## src/hdl/sosc_pkg.sv

```systemverilog
// Purpose: Shared constants for the sensor output stage control block
// Assumes: 250 MHz ref_clk
// Notes:   Times are given in their own unit, cycle counts derived
package sosc_pkg;
    localparam int          CLK_MHZ        = 250;
    localparam int          RES_W          = 15;
    localparam int          DAC_W          = 11;
    localparam int          PWM_MAX_W      = 12;
    localparam int          START_WIN_MS   = 20;
    localparam int          START_WIN_CYC  = START_WIN_MS * 1000 * CLK_MHZ;
    localparam int          WDG_US         = 100;
    localparam int          WDG_CYC        = WDG_US * CLK_MHZ;
    localparam logic [14:0] DIAG_CODE      = 15'h7ff0;
    localparam logic [10:0] DAC_MAX        = 11'h7ff;
    localparam logic [10:0] DAC_MIN        = 11'h000;
    // Result selectors
    localparam logic [1:0]  SEL_BRIDGE     = 2'h0;
    localparam logic [1:0]  SEL_TEMP1      = 2'h1;
    localparam logic [1:0]  SEL_TEMP2      = 2'h2;
    // Serial modes
    typedef enum logic [1:0] {
        SOSC_ONEWIRE = 2'b00,
        SOSC_I2C     = 2'b01,
        SOSC_SPI     = 2'b10
    } sosc_mode_e;
endpackage

```

## src/hdl/sosc_top.sv

```systemverilog
// Purpose: Output stage routing, PWM, alarms, start window, diagnostics
// Assumes: Control bits are static configuration ports
// Notes:   Analog DAC and amplifier are outside this block
`timescale 1ns/10ps
module sosc_top
    import sosc_pkg::*;
#(
    parameter int START_CYC = START_WIN_CYC,
    parameter int WDG_LIM   = WDG_CYC
) (
    // Clock and reset
    input  wire logic              ref_clk,
    input  wire logic              resetn,
    // Results from the measurement loop
    input  wire logic [RES_W-1:0]  res_data,
    input  wire logic [1:0]        res_sel,
    input  wire logic              res_we,
    // Routing and output config
    input  wire logic [1:0]        main_src,
    input  wire logic [1:0]        io_src,
    input  wire logic              main_is_pwm,
    input  wire logic              io_pwm_en,
    input  wire logic [1:0]        pwm_res,
    input  wire logic [1:0]        pwm_div,
    input  wire logic              diag_high,
    // Alarm config, per channel
    input  wire logic [1:0]        alarm_en,
    input  wire logic [RES_W-1:0]  thr0,
    input  wire logic [RES_W-1:0]  thr1,
    input  wire logic [RES_W-1:0]  hyst0,
    input  wire logic [RES_W-1:0]  hyst1,
    input  wire logic [1:0]        alarm_inv,
    input  wire logic [1:0]        window_mode,
    input  wire logic [7:0]        on_dly0,
    input  wire logic [7:0]        on_dly1,
    input  wire logic [7:0]        off_dly0,
    input  wire logic [7:0]        off_dly1,
    // Serial interface control
    input  wire logic              spi_sel_cfg,
    input  wire logic              start_win_en,
    input  wire logic              ow_request,
    input  wire logic              ow_leave,
    input  wire logic              serial_data_out_line,
    input  wire logic              serial_data_out_line_act,
    input  wire logic [1:0]        supply_step_cfg,
    // Supervision inputs (async)
    input  wire logic              cmc_alive,
    input  wire logic              loop_alive,
    input  wire logic              wire_break,
    input  wire logic              cm_fault,
    input  wire logic              mem_mismatch,
    input  wire logic              sig_fail,
    input  wire logic              parity_fail,
    // Shared pins
    input  wire logic              second_shared_io_pin_in,
    output logic                   first_shared_io_pin_out,
    output logic                   first_shared_io_pin_oen,
    output logic                   second_shared_io_pin_out,
    output logic                   second_shared_io_pin_oen,
    output logic                   primary_pulse_output,
    // Status and analog code
    output logic [DAC_W-1:0]       dac_code,
    output logic                   main_analog_en,
    output logic [1:0]             serial_mode,
    output logic                   spi_cs_n,
    output logic [RES_W-1:0]       serial_result,
    output logic [1:0]             supply_step,
    output logic                   error_flag
);
    ////////////////////////////////////////////////////////////////////
    logic [RES_W-1:0] res_q [3];
    logic [RES_W-1:0] main_val;
    logic [RES_W-1:0] io_val;
    logic [6:0]       sync1_q;
    logic [6:0]       sync2_q;
    logic             cs_s1_q;
    logic             cs_s2_q;

    function automatic logic [RES_W-1:0] pick(input logic [1:0] s,
                                              input logic [RES_W-1:0] a,
                                              input logic [RES_W-1:0] b,
                                              input logic [RES_W-1:0] c);
        case (s)
            SEL_BRIDGE: pick = a;
            SEL_TEMP1:  pick = b;
            default:    pick = c;
        endcase
    endfunction

    always_ff @(posedge ref_clk or negedge resetn) begin
        if (!resetn) begin
            res_q[0] <= '0;
            res_q[1] <= '0;
            res_q[2] <= '0;
        end else if (res_we && res_sel != 2'h3) begin
            res_q[res_sel] <= res_data;
        end
    end

    assign main_val = pick(main_src, res_q[0], res_q[1], res_q[2]);
    assign io_val   = pick(io_src, res_q[0], res_q[1], res_q[2]);

    always_ff @(posedge ref_clk or negedge resetn) begin
        if (!resetn) begin
            sync1_q <= '0;
            sync2_q <= '0;
            cs_s1_q <= 1'b1;
            cs_s2_q <= 1'b1;
        end else begin
            sync1_q <= {cmc_alive, loop_alive, wire_break, cm_fault,
                        mem_mismatch, sig_fail, parity_fail};
            sync2_q <= sync1_q;
            cs_s1_q <= second_shared_io_pin_in;
            cs_s2_q <= cs_s1_q;
        end
    end

    ////////////////////////////////////////////////////////////////////
    // Start window and serial mode
    logic [31:0] win_cnt_q;
    logic        win_open_q;
    logic        ow_stay_q;
    sosc_mode_e  mode_q;

    always_ff @(posedge ref_clk or negedge resetn) begin
        if (!resetn) begin
            win_cnt_q  <= '0;
            win_open_q <= 1'b1;
        end else if (win_open_q) begin
            if (!start_win_en || ow_request) begin
                win_open_q <= 1'b0;
            end else if (win_cnt_q == 32'(START_CYC - 1)) begin
                win_open_q <= 1'b0;
            end else begin
                win_cnt_q <= win_cnt_q + 32'h1;
            end
        end
    end

    always_ff @(posedge ref_clk or negedge resetn) begin
        if (!resetn) begin
            ow_stay_q <= 1'b0;
        end else if (win_open_q && start_win_en && ow_request) begin
            ow_stay_q <= 1'b1;
        end else if (ow_leave) begin
            ow_stay_q <= 1'b0;
        end
    end

    always_ff @(posedge ref_clk or negedge resetn) begin
        if (!resetn) begin
            mode_q <= SOSC_ONEWIRE;
        end else if ((win_open_q && start_win_en) || ow_stay_q
                     || (win_open_q && ow_request)) begin
            mode_q <= SOSC_ONEWIRE;
        end else begin
            mode_q <= spi_sel_cfg ? SOSC_SPI : SOSC_I2C;
        end
    end

    assign serial_mode = mode_q;
    assign spi_cs_n    = (mode_q == SOSC_SPI) ? cs_s2_q : 1'b1;
    assign supply_step = supply_step_cfg;

    ////////////////////////////////////////////////////////////////////
    // Supervision
    logic [31:0] wdg_cnt_q;
    logic        cmc_prev_q;
    logic        loop_prev_q;
    logic        cmc_seen_q;
    logic        loop_seen_q;
    logic        wdg_err_q;
    logic        err_q;

    always_ff @(posedge ref_clk or negedge resetn) begin
        if (!resetn) begin
            wdg_cnt_q   <= '0;
            cmc_prev_q  <= 1'b0;
            loop_prev_q <= 1'b0;
            cmc_seen_q  <= 1'b0;
            loop_seen_q <= 1'b0;
            wdg_err_q   <= 1'b0;
        end else begin
            cmc_prev_q  <= sync2_q[6];
            loop_prev_q <= sync2_q[5];
            if (wdg_cnt_q == 32'(WDG_LIM - 1)) begin
                wdg_cnt_q <= '0;
                if (!cmc_seen_q || !loop_seen_q) begin
                    wdg_err_q <= 1'b1;
                end
                // Toggle on the last cycle counts for the next period
                cmc_seen_q  <= sync2_q[6] != cmc_prev_q;
                loop_seen_q <= sync2_q[5] != loop_prev_q;
            end else begin
                wdg_cnt_q <= wdg_cnt_q + 32'h1;
                if (sync2_q[6] != cmc_prev_q) begin
                    cmc_seen_q <= 1'b1;
                end
                if (sync2_q[5] != loop_prev_q) begin
                    loop_seen_q <= 1'b1;
                end
            end
        end
    end

    // Errors latch until power-on reset
    always_ff @(posedge ref_clk or negedge resetn) begin
        if (!resetn) begin
            err_q <= 1'b0;
        end else if (wdg_err_q || sync2_q[4] || sync2_q[3] || sync2_q[2]
                     || sync2_q[1] || sync2_q[0]) begin
            err_q <= 1'b1;
        end
    end
    assign error_flag = err_q;

    ////////////////////////////////////////////////////////////////////
    // DAC code and serial result
    always_ff @(posedge ref_clk or negedge resetn) begin
        if (!resetn) begin
            dac_code      <= DAC_MIN;
            serial_result <= '0;
        end else if (err_q) begin
            dac_code      <= diag_high ? DAC_MAX : DAC_MIN;
            serial_result <= DIAG_CODE;
        end else begin
            dac_code      <= main_val[RES_W-1 -: DAC_W];
            serial_result <= main_val;
        end
    end
    assign main_analog_en = (mode_q != SOSC_ONEWIRE) && !main_is_pwm;

    ////////////////////////////////////////////////////////////////////
    // PWM: period 2^(9+res) ticks, tick every 2^div clocks
    logic [PWM_MAX_W-1:0] pwm_cnt_q;
    logic [2:0]           pre_q;
    logic [PWM_MAX_W-1:0] cnt_mask;
    logic [PWM_MAX_W-1:0] main_duty;
    logic [PWM_MAX_W-1:0] io_duty;
    logic                 tick;
    logic                 main_pwm_q;
    logic                 io_pwm_q;

    assign tick     = (pre_q & ((3'h1 << pwm_div) - 3'h1)) == 3'h0;
    assign cnt_mask = PWM_MAX_W'((13'h200 << pwm_res) - 13'h1);
    assign main_duty = main_val[RES_W-1 -: PWM_MAX_W] >> (2'h3 - pwm_res);
    assign io_duty   = io_val[RES_W-1 -: PWM_MAX_W] >> (2'h3 - pwm_res);

    always_ff @(posedge ref_clk or negedge resetn) begin
        if (!resetn) begin
            pre_q      <= '0;
            pwm_cnt_q  <= '0;
            main_pwm_q <= 1'b0;
            io_pwm_q   <= 1'b0;
        end else begin
            pre_q <= pre_q + 3'h1;
            if (tick) begin
                pwm_cnt_q <= (pwm_cnt_q + 1'b1) & cnt_mask;
            end
            main_pwm_q <= err_q ? diag_high : (pwm_cnt_q < main_duty);
            io_pwm_q   <= pwm_cnt_q < io_duty;
        end
    end
    assign primary_pulse_output = main_is_pwm && mode_q != SOSC_ONEWIRE
                                  && main_pwm_q;

    ////////////////////////////////////////////////////////////////////
    // Alarm channels, bridge result only
    logic [1:0] alarm_q;
    logic [7:0] dly_q [2];
    logic [1:0] raw;
    logic [RES_W-1:0] br;

    assign br = res_q[0];

    always_comb begin
        raw = alarm_q;
        // Channel 0
        if (window_mode[0]) begin
            raw[0] = (br >= thr0 && br <= thr1) ^ alarm_inv[0];
        end else if (!alarm_q[0] ^ alarm_inv[0]) begin
            raw[0] = alarm_inv[0] ? (br < thr0) : (br > thr0);
        end else begin
            raw[0] = alarm_inv[0] ? !(br > thr0 + hyst0)
                                  : !(br < thr0 - hyst0);
        end
        // Channel 1
        if (window_mode[1]) begin
            raw[1] = (br >= thr0 && br <= thr1) ^ alarm_inv[1];
        end else if (!alarm_q[1] ^ alarm_inv[1]) begin
            raw[1] = alarm_inv[1] ? (br < thr1) : (br > thr1);
        end else begin
            raw[1] = alarm_inv[1] ? !(br > thr1 + hyst1)
                                  : !(br < thr1 - hyst1);
        end
    end

    always_ff @(posedge ref_clk or negedge resetn) begin
        if (!resetn) begin
            alarm_q <= '0;
            dly_q[0] <= '0;
            dly_q[1] <= '0;
        end else begin
            for (int i = 0; i < 2; i++) begin
                if (raw[i] == alarm_q[i]) begin
                    dly_q[i] <= '0;
                end else if (dly_q[i] >= (raw[i]
                             ? (i == 0 ? on_dly0 : on_dly1)
                             : (i == 0 ? off_dly0 : off_dly1))) begin
                    alarm_q[i] <= raw[i];
                    dly_q[i]   <= '0;
                end else begin
                    dly_q[i] <= dly_q[i] + 8'h1;
                end
            end
        end
    end

    ////////////////////////////////////////////////////////////////////
    // Pin arbitration; oen low means driving
    logic spi_m;
    assign spi_m = (mode_q == SOSC_SPI);

    always_comb begin
        first_shared_io_pin_oen = 1'b1;
        first_shared_io_pin_out = 1'b0;
        if (spi_m && serial_data_out_line_act) begin
            first_shared_io_pin_oen = 1'b0;
            first_shared_io_pin_out = serial_data_out_line;
        end else if (io_pwm_en) begin
            first_shared_io_pin_oen = 1'b0;
            first_shared_io_pin_out = io_pwm_q;
        end else if (alarm_en[0]) begin
            first_shared_io_pin_oen = 1'b0;
            first_shared_io_pin_out = alarm_q[0];
        end
    end

    always_comb begin
        second_shared_io_pin_oen = 1'b1;
        second_shared_io_pin_out = 1'b0;
        if (!spi_m && alarm_en[1]) begin
            second_shared_io_pin_oen = 1'b0;
            second_shared_io_pin_out = alarm_q[1];
        end
    end
endmodule

```

## config.mk

```make
export PLATFORM = sky130hd
export DESIGN_NAME = sosc_top
export DESIGN_NICKNAME = d
export VERILOG_FILES = /design/src/hdl/sosc_pkg.sv /design/src/hdl/sosc_top.sv
export SDC_FILE = /design/constraint.sdc
export NUM_CORES = 1
export LEC_CHECK = 0
export ABC_AREA = 1
export BUFFER_PORTS_ARGS = -buffer_cell sky130_fd_sc_hd__buf_4
export CORE_ASPECT_RATIO = 0.8
export CORE_MARGIN = 2
export CORE_UTILIZATION = 55
export DETAILED_ROUTE_END_ITERATION = 16
export PLACE_DENSITY = 0.76
export SLEW_MARGIN = 5
export SYNTH_ARGS = -nofsm -noshare
export SYNTH_HDL_FRONTEND = slang
export SYNTH_SLANG_ARGS = --single-unit
```

## constraint.sdc

```tcl
create_clock -name ref_clk -period 5.85 [get_ports ref_clk]
set_input_delay 0.8775 -clock ref_clk [delete_from_list [all_inputs] [get_ports ref_clk]]
set_output_delay 0.8775 -clock ref_clk [all_outputs]
set_load 0.005 [all_outputs]
```

; Yosys cells after proc, flatten, opt, wreduce, memory -nomap -nowiden
; Cells that the tools add are included.
[classes]
shift = 4
order_cmp = 16
n_addsub = 13
n_reduce_logical = 42
n_mux = 44
bitwise_logic = 11
eq_ne = 10
[ops]
columns = cell, count
row1 = 32-bit by 1-bit adder with 32-bit output (second input constant), 2
row2 = 15-bit greater-than comparator, 4
row3 = 15-bit < comparator, 4
row4 = 15-bit one-hot mux with 2 select lines, 2
row5 = 8-bit two-way mux, 6
row6 = 45-bit bitwise mux, 1
row7 = 32-bit by 15-bit equality test with 1-bit output (second input constant), 1
row8 = 32-bit by 23-bit equality test with 1-bit output (second input constant), 1
row9 = 32-bit two-way mux, 1
row10 = 15-bit adder, 2
row11 = 15-bit demux with 2-bit select, 1
row12 = 15-bit two-way mux, 2
row13 = 15-bit subtractor, 2
row14 = 1-bit two-way mux, 27
row15 = 12-bit < comparator, 2
row16 = 12-bit by 2-bit >> shifter with 12-bit output, 2
row17 = 11-bit two-way mux, 2
row18 = 8-bit by 1-bit adder with 8-bit output (second input constant), 2
row19 = 8-bit >= comparator, 2
row20 = 15-bit >= comparator, 1
row21 = 15-bit <= comparator, 1
row22 = 12-bit by 1-bit adder with 12-bit output (second input constant), 1
row23 = 12-bit AND, 1
row24 = 10-bit by 2-bit << shifter with 12-bit output (first input constant), 1
row25 = 25 further kinds, 69
[word_totals]
in_bits = 145
reg_bits = 196

; Depth between registers and ports, before layout
; Gate-level depths: netlist (run 1).
[depth]
ltp_word = 10
mapped_depth = 41
depth_no_buf = 39

; Worst setup path after synthesis (run 1)
; Ideal clock, no wire load.
[synth_path]
path_kind = in2reg
start = input port thr1[0]
end = register dly_q[3] (netlist bit)
path_stages = 32
path_buffers = 1
setup_ns = 0.077
arrival_ns = 4.683
t_required_ns = 5.773
slack_ns = 1.090
cell_sequence = ha_1 -> fa_1 -> nand2_1 -> nand2_1 -> a21oi_1 -> o21ai_1 -> nand2_1 -> nand2_1 -> a21o_1 -> nand2_1 -> nand2_1 -> xor2_1 -> ha_1 -> nand2_1 -> nor2_1 -> nand2_1 -> nor2_1 -> a21oi_1 -> nand2_1 -> nand2_1 -> inv_1 -> nand3_1 -> nand2_2 -> nand2_4 -> buf_12 -> o21ai_2 -> ha_1 -> a21oi_1 -> o21a_1 -> nand3_1 -> or2_2 -> a21oi_1
[synth_between]
elab_chain_cells = 10
word_cells_on_any_way = 20
cone_classes = add/sub (2) / order compare (6) / eq/ne (1) / mux (7) / bitwise (1) / reduce/logical (3)
[synth_lines]
columns = element, line
row1 = "start, declared", sosc_top.sv:29  ; input wire logic [RES_W-1:0] thr1,
row2 = 15-bit subtractor / 15-bit adder (equally long branches), "sosc_top.sv:294, sosc_top.sv:293"
row3 = 15-bit < comparator / 15-bit greater-than comparator (equally long branches), "sosc_top.sv:294, sosc_top.sv:293"
row4 = "1-bit logical NOT, on equally long branches", "sosc_top.sv:294, sosc_top.sv:293"
row5 = 1-bit two-way mux, sosc_top.sv:293  ; raw[1] = alarm_inv[1] ? !(br > thr1 + hyst1)
row6 = 1-bit two-way mux, sosc_top.sv:290  ; end else if (!alarm_q[1] ^ alarm_inv[1]) begin
row7 = 1-bit two-way mux (*), sosc_top.sv:288  ; if (window_mode[1]) begin
row8 = 8-bit two-way mux, sosc_top.sv:308  ; ? (i == 0 ? on_dly0 : on_dly1)
row9 = 8-bit >= comparator, sosc_top.sv:307  ; end else if (dly_q[i] >= (raw[i]
row10 = 8-bit two-way mux, sosc_top.sv:307
row11 = 8-bit two-way mux (*), sosc_top.sv:305  ; if (raw[i] == alarm_q[i]) begin
row12 = "end signal, assigned by index", sosc_top.sv:313  ; dly_q[i] <= dly_q[i] + 8'h1;
row13 = "end, declared", sosc_top.sv:270  ; logic [7:0] dly_q [2];
; Mark *: on every way between the ends. The rest lies on a longest branch, timed or not.
; A chain may end at the register's enable or synchronous reset.

; Final worst setup path (run 1)
[layout_path]
start = input port thr1[0]
end = register dly_q[0] (netlist bit)
; The elaborated chain is that of the path after synthesis.

==> out/qor.csv, run 1 <==
metric;value;unit
Final Max Tran Viols;0;
Clock Latency Late Sink;440;ps
hold slack;348.8;ps
setup TNS;0;ps
initial antenna violation count;0;
H-tree levels;4;
Post-Syn Nets;2441;
Design Area, Final;17840;um2
layout net count;2596;
kind of critical path;input pin to flop;
most common cell after layout, fill and taps aside;nand2_1;
status;finished, final reports clean;
Period Utilization, post-route;88.65;%
PD cells;235.5;nW/um2
I/O pin total;183;
Hold Crit Class;flop to flop;
EDFF count, synth;0;
GRT Util Overall;28.43;%
Placer Congestion;0.9421;
Slew Limit Headroom;31.61;%
Starting DRT DRC Count;1163;
Final Hold Viols;0;
via count;14250;
post-synth cell types;58;
RSZ-0062 raised after global routing;false;
Final setup viols;0;
Syn Inst Count;2104;
Final Skew;11.13;ps
Post CTS Setup Buffer Count;0;
r2r setup slk;1980;ps
HP Start;sync1_q[4];
CTS clk-pin slew, worst paths;70;ps
deepest clock path buffer count;2;
Synth Cell Area;15680;um2
WL/cell;15.66;um
CTS Hold Bufs;0;
VDD IR-drop max;0.2678;mV
clk root buf;clkbuf_16;
final setup margin;664.2;ps
crit-path max FO;17;
Post-synth ARST share;100.0;%
most frequent CP cell;nand2_1;
total congestion overflow;0;
largest net degree at the start of global routing;99;
FF+latch count, synth;196;
Max-Cap Viols;0;
pre-CTS setup slack;241.0;ps
core footprint;28150;um2
Port Buffers;178;
layout cell share with drive strength beyond 1;12.72;%
# rows;55;
Data arrival, critical path;5540;ps
vias per std cell;5.395;
CTS tree;yes;
Avg Inst Size Synth;7.453;um2
Synthesis Warnings;0;
R2R depth;21;
CP Launch Type;input pin;
Area Growth Syn to Fin;13.78;%
fin util;63.39;%
maximum clock frequency;192.8;MHz
Initial Util;55.71;%
die height;155.0;um
Worst setup EP type;flop;
dpl cell area;17270;um2
total CTS buffers;17;
Top FF cell, synth;dfrtp_1;
register area share after synthesis;31.30;%
post-route ant nets;0;
Tmin final;5186;ps
worst min-delay path endpoint;sync2_q[4];
chip width;192.8;um
r2r startpoint;br[14];
drt first pass iters;7;
DRC Markers;0;
Routed WL;41370;um
post-CTS sizing;0;
slowest cell delay on critical path;400;ps
# diodes;0;
hold path depth;0;
most frequent cells in the layout;513 x nand2_1, 305 x inv_1, 193 x dfrtp_1;
Leak Pwr;9.500;nW
vias in the first global route;13470;
first-pass GRT wire length;67360;um
hpwl dp;33050;um
Worst-Margin Slew;1023;ps
CP required;6210;ps
RR Endpoint;dly_q[0];
area of the die;29890;um2
CTS Sinks;196;
master of the slowest instance on the critical path;fa_1;
[Yosys cell counts (4+ instances only)]
| library cell | instances | share of area, % |
|---|---|---|
| o21ai_2 | 23 | 1.3 |
| buf_2 | 7 | 0.22 |
| fa_1 | 4 | 0.51 |
| o21a_1 | 12 | 0.57 |
| dfrtp_1 | 193 | 31 |
| o221ai_1 | 6 | 0.34 |
| nand3b_1 | 9 | 0.43 |
| nor4_1 | 22 | 0.88 |
| xnor2_1 | 22 | 1.2 |
| o21ai_0 | 116 | 3.7 |
| or2_2 | 7 | 0.28 |
| a21o_1 | 6 | 0.29 |
| nand2_1 | 513 | 12 |
| mux2i_1 | 6 | 0.38 |
| nand3_2 | 6 | 0.38 |
| clkbuf_1 | 28 | 0.67 |
| ha_1 | 188 | 15 |
| nor2_2 | 6 | 0.24 |
| o211ai_1 | 11 | 0.53 |
| inv_2 | 6 | 0.14 |
| inv_1 | 305 | 7.3 |
| nand4_1 | 22 | 0.88 |
| nor2_1 | 152 | 3.6 |
| nand2_2 | 9 | 0.36 |
| a21oi_1 | 130 | 4.1 |
| nand3_1 | 74 | 2.4 |
| clkinv_1 | 6 | 0.14 |
| o21ai_1 | 17 | 0.54 |
| xor2_1 | 97 | 5.4 |
| nand2_4 | 4 | 0.29 |
| buf_6 | 5 | 0.36 |
| nor3_1 | 43 | 1.4 |
| a211oi_1 | 4 | 0.19 |
| o31ai_1 | 4 | 0.19 |
[worst max-delay path by stage]
stage / from / to / slack, ps / cells after the start
final: thr1[0] / dly_q[0] / 660 / 35
after global routing: thr1[0] / dly_q[1] / 180 / 35
after CTS: thr1[0] / dly_q[0] / 680 / 35
after detailed placement: thr1[0] / dly_q[1] / 240 / 35
after global placement: thr1[0] / dly_q[5] / 450 / 35
after floorplan: thr1[0] / dly_q[3] / 1090 / 32
[flip-flops by register name, indices dropped and copies added (netlist names), 2 cells and up]
register,count
wdg_cnt_q,32
win_cnt_q,32
res_q,30
dly_q,16
br,15
serial_result,15
pwm_cnt_q,12
dac_code,11
sync1_q,7
sync2_q,7
pre_q,3
alarm_q,2
serial_mode,2
[critical path: cells and delay by family]
| kind | cells | cell delay (ps) |
|---|---|---|
| fa+ha+maj | 4 | 1210 |
| xor+xnor | 1 | 150 |
| buf+inv | 3 | 410 |
| compound gates | 8 | 1120 |
| simple gates | 19 | 1760 |
[cell families after synthesis]
group           after synthesis  share of synthesized area, %
simple gates                884                         24.53
buf+inv                     365                         9.232
compound gates              342                         12.40
flops                       196                         31.30
fa+ha+maj                   192                         15.51
xor+xnor                    119                         6.646
mux                           6                        0.3830
[metrics by stage]
step / instances / total power, mW
finish: 2642 / 4.201
global route: 2642 / 4.510
CTS: 2642 / 4.201
detailed placement: 2610 / 3.059
global placement: 2610 / 2.992
floorplan: 2104 / 2.595
[power by group]
| part | switching [mW] | total (mW) | leakage (nW) | internal, mW |
|---|---|---|---|---|
| registers | 0.177 | 1.64 | 2.40 | 1.46 |
| clock network | 0.534 | 1.14 | 0.265 | 0.604 |
| logic | 0.850 | 1.42 | 6.84 | 0.572 |
| total | 1.56 | 4.20 | 9.50 | 2.64 |
[area by class of cell]
cell class / count / area (um2)
Fill cell: 2488 / 10300
Sequential cell: 196 / 4908
Inverter: 318 / 1196
Multi-Input combinational cell: 1543 / 9325
Clock buffer: 19 / 442.9
Timing Repair Buffer: 183 / 1380
Clock inverter: 13 / 126.4
Tap cell: 370 / 462.9
[layer usage]
layer	wire length (um)	GRT usage [%]
met5	0	0
met4	691	5.671
met3	3103	5.076
met1	19530	41.46
met2	18050	44.39
Note: power is estimated with default switching activity, not from simulation.
==> inputs of run 2 (changes only) <==
CORE_UTILIZATION = 41   (was 55)
HOLD_SLACK_MARGIN = 0.02   (was not set)
PLACE_DENSITY = not set   (was 0.76)
==> run 2 against run 1 <==
Via count decreased by 2.1%. Clock skew decreased by 1.4 ps. Utilization shrank 16 points. Non-clock buffer count is 2 lower. Critical path depth increased by 1. Worst hold slack improved by 2.7 ps. Worst setup slack gained 11 ps. Sequential share of layout area down 0.26 points. Critical path type unchanged.
==> out/qor.csv, run 2 (synthesized netlist as in run 1, its figures left out) <==
metric;value;unit;change
status;finished, final reports clean;;
setup TNS;0;ps;unchanged
Worst-Margin Slew;1185;ps;+161.6 ps
CTS Hold Bufs;0;;unchanged
layout net count;2594;;-0.077%
crit-path max FO;17;;unchanged
WL/cell;15.45;um;-1.3%
die height;178.9;um;+15%
CP Launch Type;input pin;;
Area Growth Syn to Fin;14.87;%;
PD cells;234.9;nW/um2;-0.25%
Final setup viols;0;;unchanged
hpwl dp;34110;um;+3.2%
VDD IR-drop max;0.1495;mV;-44%
Worst setup EP type;flop;;
metal3 WL;2417;um;-22%
Max-Cap Viols;0;;unchanged
deepest clock path buffer count;2;;unchanged
maximum clock frequency;193.2;MHz;+0.21%
GRT Util Overall;22.01;%;-6.4 points
I/O pin total;183;;unchanged
most common cell after layout, fill and taps aside;nand2_1;;
Final Hold Viols;0;;unchanged
area of the die;39840;um2;+33%
Final Max Tran Viols;0;;unchanged
drt first pass iters;5;;-2
Placer Congestion;0.9041;;-4.0%
RSZ-0062 raised after global routing;false;;
met2 WL;18100;um;+0.30%
R2R depth;21;;unchanged
total CTS buffers;17;;unchanged
vias in the first global route;13140;;-2.4%
initial antenna violation count;1;;+1
Port Buffers;178;;unchanged
buffers plus inverters on the worst setup path;3;;unchanged
core footprint;37960;um2;+35%
Largest delay share family, worst path;simple AND/OR/NAND/NOR gates;;
r2r setup slk;1810;ps;-170 ps
largest net degree at the start of global routing;102;;+3.0%
post-route ant nets;0;;unchanged
total congestion overflow;0;;unchanged
Routed WL;42740;um;+3.3%
Starting DRT DRC Count;1113;;-4.3%
Pwr Total;4.231;mW;+0.71%
Design Area, Final;18010;um2;+0.96%
most frequent CP cell;nand2_1;;
CTS tree;yes;;
kind of critical path;input pin to flop;;
chip width;222.7;um;+15%
CTS Sinks;196;;unchanged
Hold Crit Class;flop to flop;;
Clock Latency Late Sink;450;ps;about the same
first-pass GRT wire length;69570;um;+3.3%
Tmin final;5175;ps;-11.06 ps
CP required;6220;ps;about the same
Leak Pwr;9.515;nW;+0.16%
r2r startpoint;br[14];;
via count;13950;;-2.1%
master of the slowest instance on the critical path;fa_1;;
slowest cell delay on critical path;400;ps;about the same
Placed Instances;2733;;+4.7%
Seq. cell area;4908;um2;unchanged
hold path depth;0;;unchanged
wl on met1;21820;um;+12%
H-tree levels;4;;unchanged
worst min-delay path endpoint;sync2_q[0];;
Data arrival, critical path;5540;ps;about the same
clk root buf;clkbuf_16;;
Non-Filler Instances;2766;;+4.7%
Slew Limit Headroom;20.73;%;-11 points
Initial Util;41.31;%;-14 points
layout cell share with drive strength beyond 1;12.69;%;-0.033 points
DRC Markers;0;;unchanged
post-CTS sizing;0;;unchanged
vias per std cell;5.044;;-6.5%
HP Start;sync1_q[0];;
CTS clk-pin slew, worst paths;80;ps;about the same
dpl cell area;17410;um2;+0.82%
biggest regs;wdg_cnt_q (32), win_cnt_q (32), res_q (30);;
Final Skew;9.682;ps;-1.449 ps
# rows;64;;+16%
top layer in use;met4;;
pre-CTS setup slack;288.1;ps;+47.12 ps
Post CTS Setup Buffer Count;0;;unchanged
filler cell count;3812;;+53%
RR Endpoint;dly_q[0];;
most frequent cells in the layout;513 x nand2_1, 305 x inv_1, 193 x dfrtp_1;;
final setup margin;675.3;ps;+11.06 ps
area taken by multi-input logic gates;9325;um2;unchanged
Period Utilization, post-route;88.46;%;-0.19 points
[run 2: cell types whose count changed in the layout (fill, tap and decap cells not counted), sizes merged]
cell	before	now
inv	315	320
clkinvlp	5	1
buf	182	180
bufinv	1	0
clkbuf	20	19
clkinv	10	11
diode	0	1
[run 2: layer usage]
layer	vias to the layer above	track usage (%)
met3	26	3.884
met2	338	33.58
met4	0	3.523
met1	6483	32.91
met5	-	0
li1	7104	-
[run 2: final cells by class]
type,count,area share (%)
Clock buffer,18,2.438
Antenna cell,1,0.01389
Tap cell,495,3.438
Timing Repair Buffer,181,7.578
Clock inverter,14,0.8752
Multi-Input combinational cell,1543,51.77
Inverter,318,6.640
Sequential cell,196,27.25
[run 2: stage by stage]
step	hold slack [ps]	util [%]
after floorplan	331.2	-
after global placement	334.1	45.88
after detailed placement	334.7	45.88
after CTS	352.1	47.45
after global routing	365.6	47.46
final	351.5	47.46
[run 2: how the worst max path moves through the flow]
stage | slack [ps] | cells past startpoint | start | endpoint
5_1_grt | 150 | 31 | thr1[11] | dly_q[0]
4_1_cts | 740 | 35 | thr1[0] | dly_q[0]
3_5_place_dp | 290 | 35 | thr1[0] | dly_q[6]
2_1_floorplan | 1090 | 32 | thr1[0] | dly_q[3]
6_report | 680 | 36 | thr1[0] | dly_q[0]
3_3_place_gp | 380 | 35 | thr1[0] | dly_q[5]
[run 2: power breakdown]
group | internal [mW] | switching [mW]
clock | 0.586 | 0.591
combinational | 0.568 | 0.838
sequential | 1.46 | 0.185
==> inputs of run 3 (changes only) <==
GPL_TIMING_DRIVEN = 0   (was not set)
==> run 3 against run 2 <==
Via count grew 2.6%. Register-to-register slack hardly changed. Utilization grew 0.79 points. Wire length rose by 3.1%. Clock power rose by 7%. Worst setup slack worse by 240 ps. Clock skew increased by 1.6 ps. Worst hold slack better by 2.0 ps. Die area did not move. Combinational power hardly changed.
==> out/qor.csv, run 3 (synthesized netlist as in run 1, its figures left out) <==
metric;value;unit;change
via count;14310;;+2.6%
vias in the first global route;13530;;+2.9%
crit-path max FO;10;;-7
Slew Limit Headroom;42.25;%;+22 points
CTS tree;yes;;
slowest cell delay on critical path;420;ps;+20 ps
buffers plus inverters on the worst setup path;3;;unchanged
Final setup viols;0;;unchanged
Worst-Margin Slew;866.3;ps;-318.4 ps
Period Utilization, post-route;92.59;%;+4.1 points
most frequent cells in the layout;513 x nand2_1, 304 x inv_1, 193 x dfrtp_1;;
CTS Sinks;196;;unchanged
Final Skew;11.29;ps;+1.604 ps
kind of critical path;input pin to flop;;
largest net degree at the start of global routing;115;;+13%
dpl cell area;17680;um2;+1.5%
Design Area, Final;18320;um2;+1.7%
Final Hold Viols;0;;unchanged
R2R depth;20;;-4.8%
Starting DRT DRC Count;1085;;-2.5%
layout net count;2640;;+1.8%
drt first pass iters;5;;unchanged
post-route ant nets;0;;unchanged
biggest regs;wdg_cnt_q (32), win_cnt_q (32), res_q (30);;
most common cell after layout, fill and taps aside;nand2_1;;
Max-Cap Viols;0;;unchanged
PD cells;237.3;nW/um2;+1.0%
Tmin final;5417;ps;+242.1 ps
most frequent CP cell;nand2_1;;
setup TNS;0;ps;unchanged
Leak Pwr;9.659;nW;+1.5%
total CTS buffers;17;;unchanged
Clock Latency Late Sink;450;ps;about the same
CP required;6230;ps;about the same
hold slack;353.5;ps;+2.012 ps
vias per std cell;5.087;;+0.87%
Data arrival, critical path;5790;ps;+250 ps
Final Max Tran Viols;0;;unchanged
VDD IR-drop max;0.1802;mV;+20%
GRT Util Overall;22.53;%;+0.52 points
chip width;222.7;um;unchanged
start point of the critical path;thr1[0];;
master of the slowest instance on the critical path;fa_1;;
WL/cell;15.67;um;+1.4%
die height;178.9;um;unchanged
RR Endpoint;dly_q[3];;
Worst setup EP type;flop;;
# rows;64;;unchanged
DRC Markers;0;;unchanged
Initial Util;41.31;%;unchanged
H-tree levels;4;;unchanged
core footprint;37960;um2;unchanged
r2r setup slk;1820;ps;about the same
Post CTS Setup Buffer Count;0;;unchanged
Hold Crit Class;flop to flop;;
RSZ-0062 raised after global routing;false;;
r2r startpoint;br[12];;
initial antenna violation count;2;;+1
area of the die;39840;um2;unchanged
Area Growth Syn to Fin;16.80;%;
hpwl dp;35460;um;+3.9%
deepest clock path buffer count;2;;unchanged
Routed WL;44090;um;+3.1%
CTS clk-pin slew, worst paths;80;ps;about the same
CP Depth;33;;-8.3%
CP Launch Type;input pin;;
status;finished, final reports clean;;
first-pass GRT wire length;71060;um;+2.1%
layout cell share with drive strength beyond 1;13.17;%;+0.48 points
fin util;48.25;%;+0.79 points
Largest delay share family, worst path;simple AND/OR/NAND/NOR gates;;
clk root buf;clkbuf_16;;
Port Buffers;179;;+0.56%
Placer Congestion;0.9280;;+2.6%
CP endpoint;dly_q[3];;
maximum clock frequency;184.6;MHz;-4.5%
total congestion overflow;0;;unchanged
CTS Hold Bufs;0;;unchanged
I/O pin total;183;;unchanged
Pwr Total;4.346;mW;+2.7%
-- run 3: layer usage --
layer / global-route usage (%) / vias up / routed length [um]
li1: - / 7227 / -
met1: 33.22 / 6731 / 22310
met2: 34.40 / 323 / 18840
met3: 4.031 / 30 / 2405
met4: 4.698 / 0 / 538
met5: 0 / - / 0
-- run 3: metrics by stage --
stage	setup WS [ps]	std cells
floorplan	1090	2104
global placement	121.5	2778
detailed placement	5.418	2779
CTS	462.7	2811
global route	48.49	2813
finish	433.2	2813
-- run 3: worst min path at each step --
stage               startpoint          to  cells past startpoint
finish              sync1_q[4]  sync2_q[4]                      0
global route        sync1_q[1]  sync2_q[1]                      0
floorplan           sync1_q[0]  sync2_q[0]                      0
CTS                 sync1_q[1]  sync2_q[1]                      0
detailed placement  sync1_q[1]  sync2_q[1]                      0
global placement    sync1_q[2]  sync2_q[2]                      0
-- run 3: area by class of cell --
type                            instances  area (um2)
Antenna cell                            2       5.005
Buffer                                 47       251.5
Clock buffer                           18       439.2
Clock inverter                         14       191.4
Fill cell                            3834       19640
Inverter                              318        1196
Multi-Input combinational cell       1543        9325
Sequential cell                       196        4908
Tap cell                              495       619.3
Timing Repair Buffer                  180        1379
-- run 3: power by group --
| part | total, mW | internal [mW] | switching (mW) |
|---|---|---|---|
| clock | 1.26 | 0.667 | 0.589 |
| sequential | 1.65 | 1.46 | 0.183 |
| combinational | 1.44 | 0.584 | 0.861 |
| total | 4.35 | 2.71 | 1.63 |
-- run 3: repair_timing --
item | in CTS | in global routing
hold endpoints to repair | 0 | 0
gates resized for setup | 0 | 1
endpoints found under the setup margin | 0 | 2
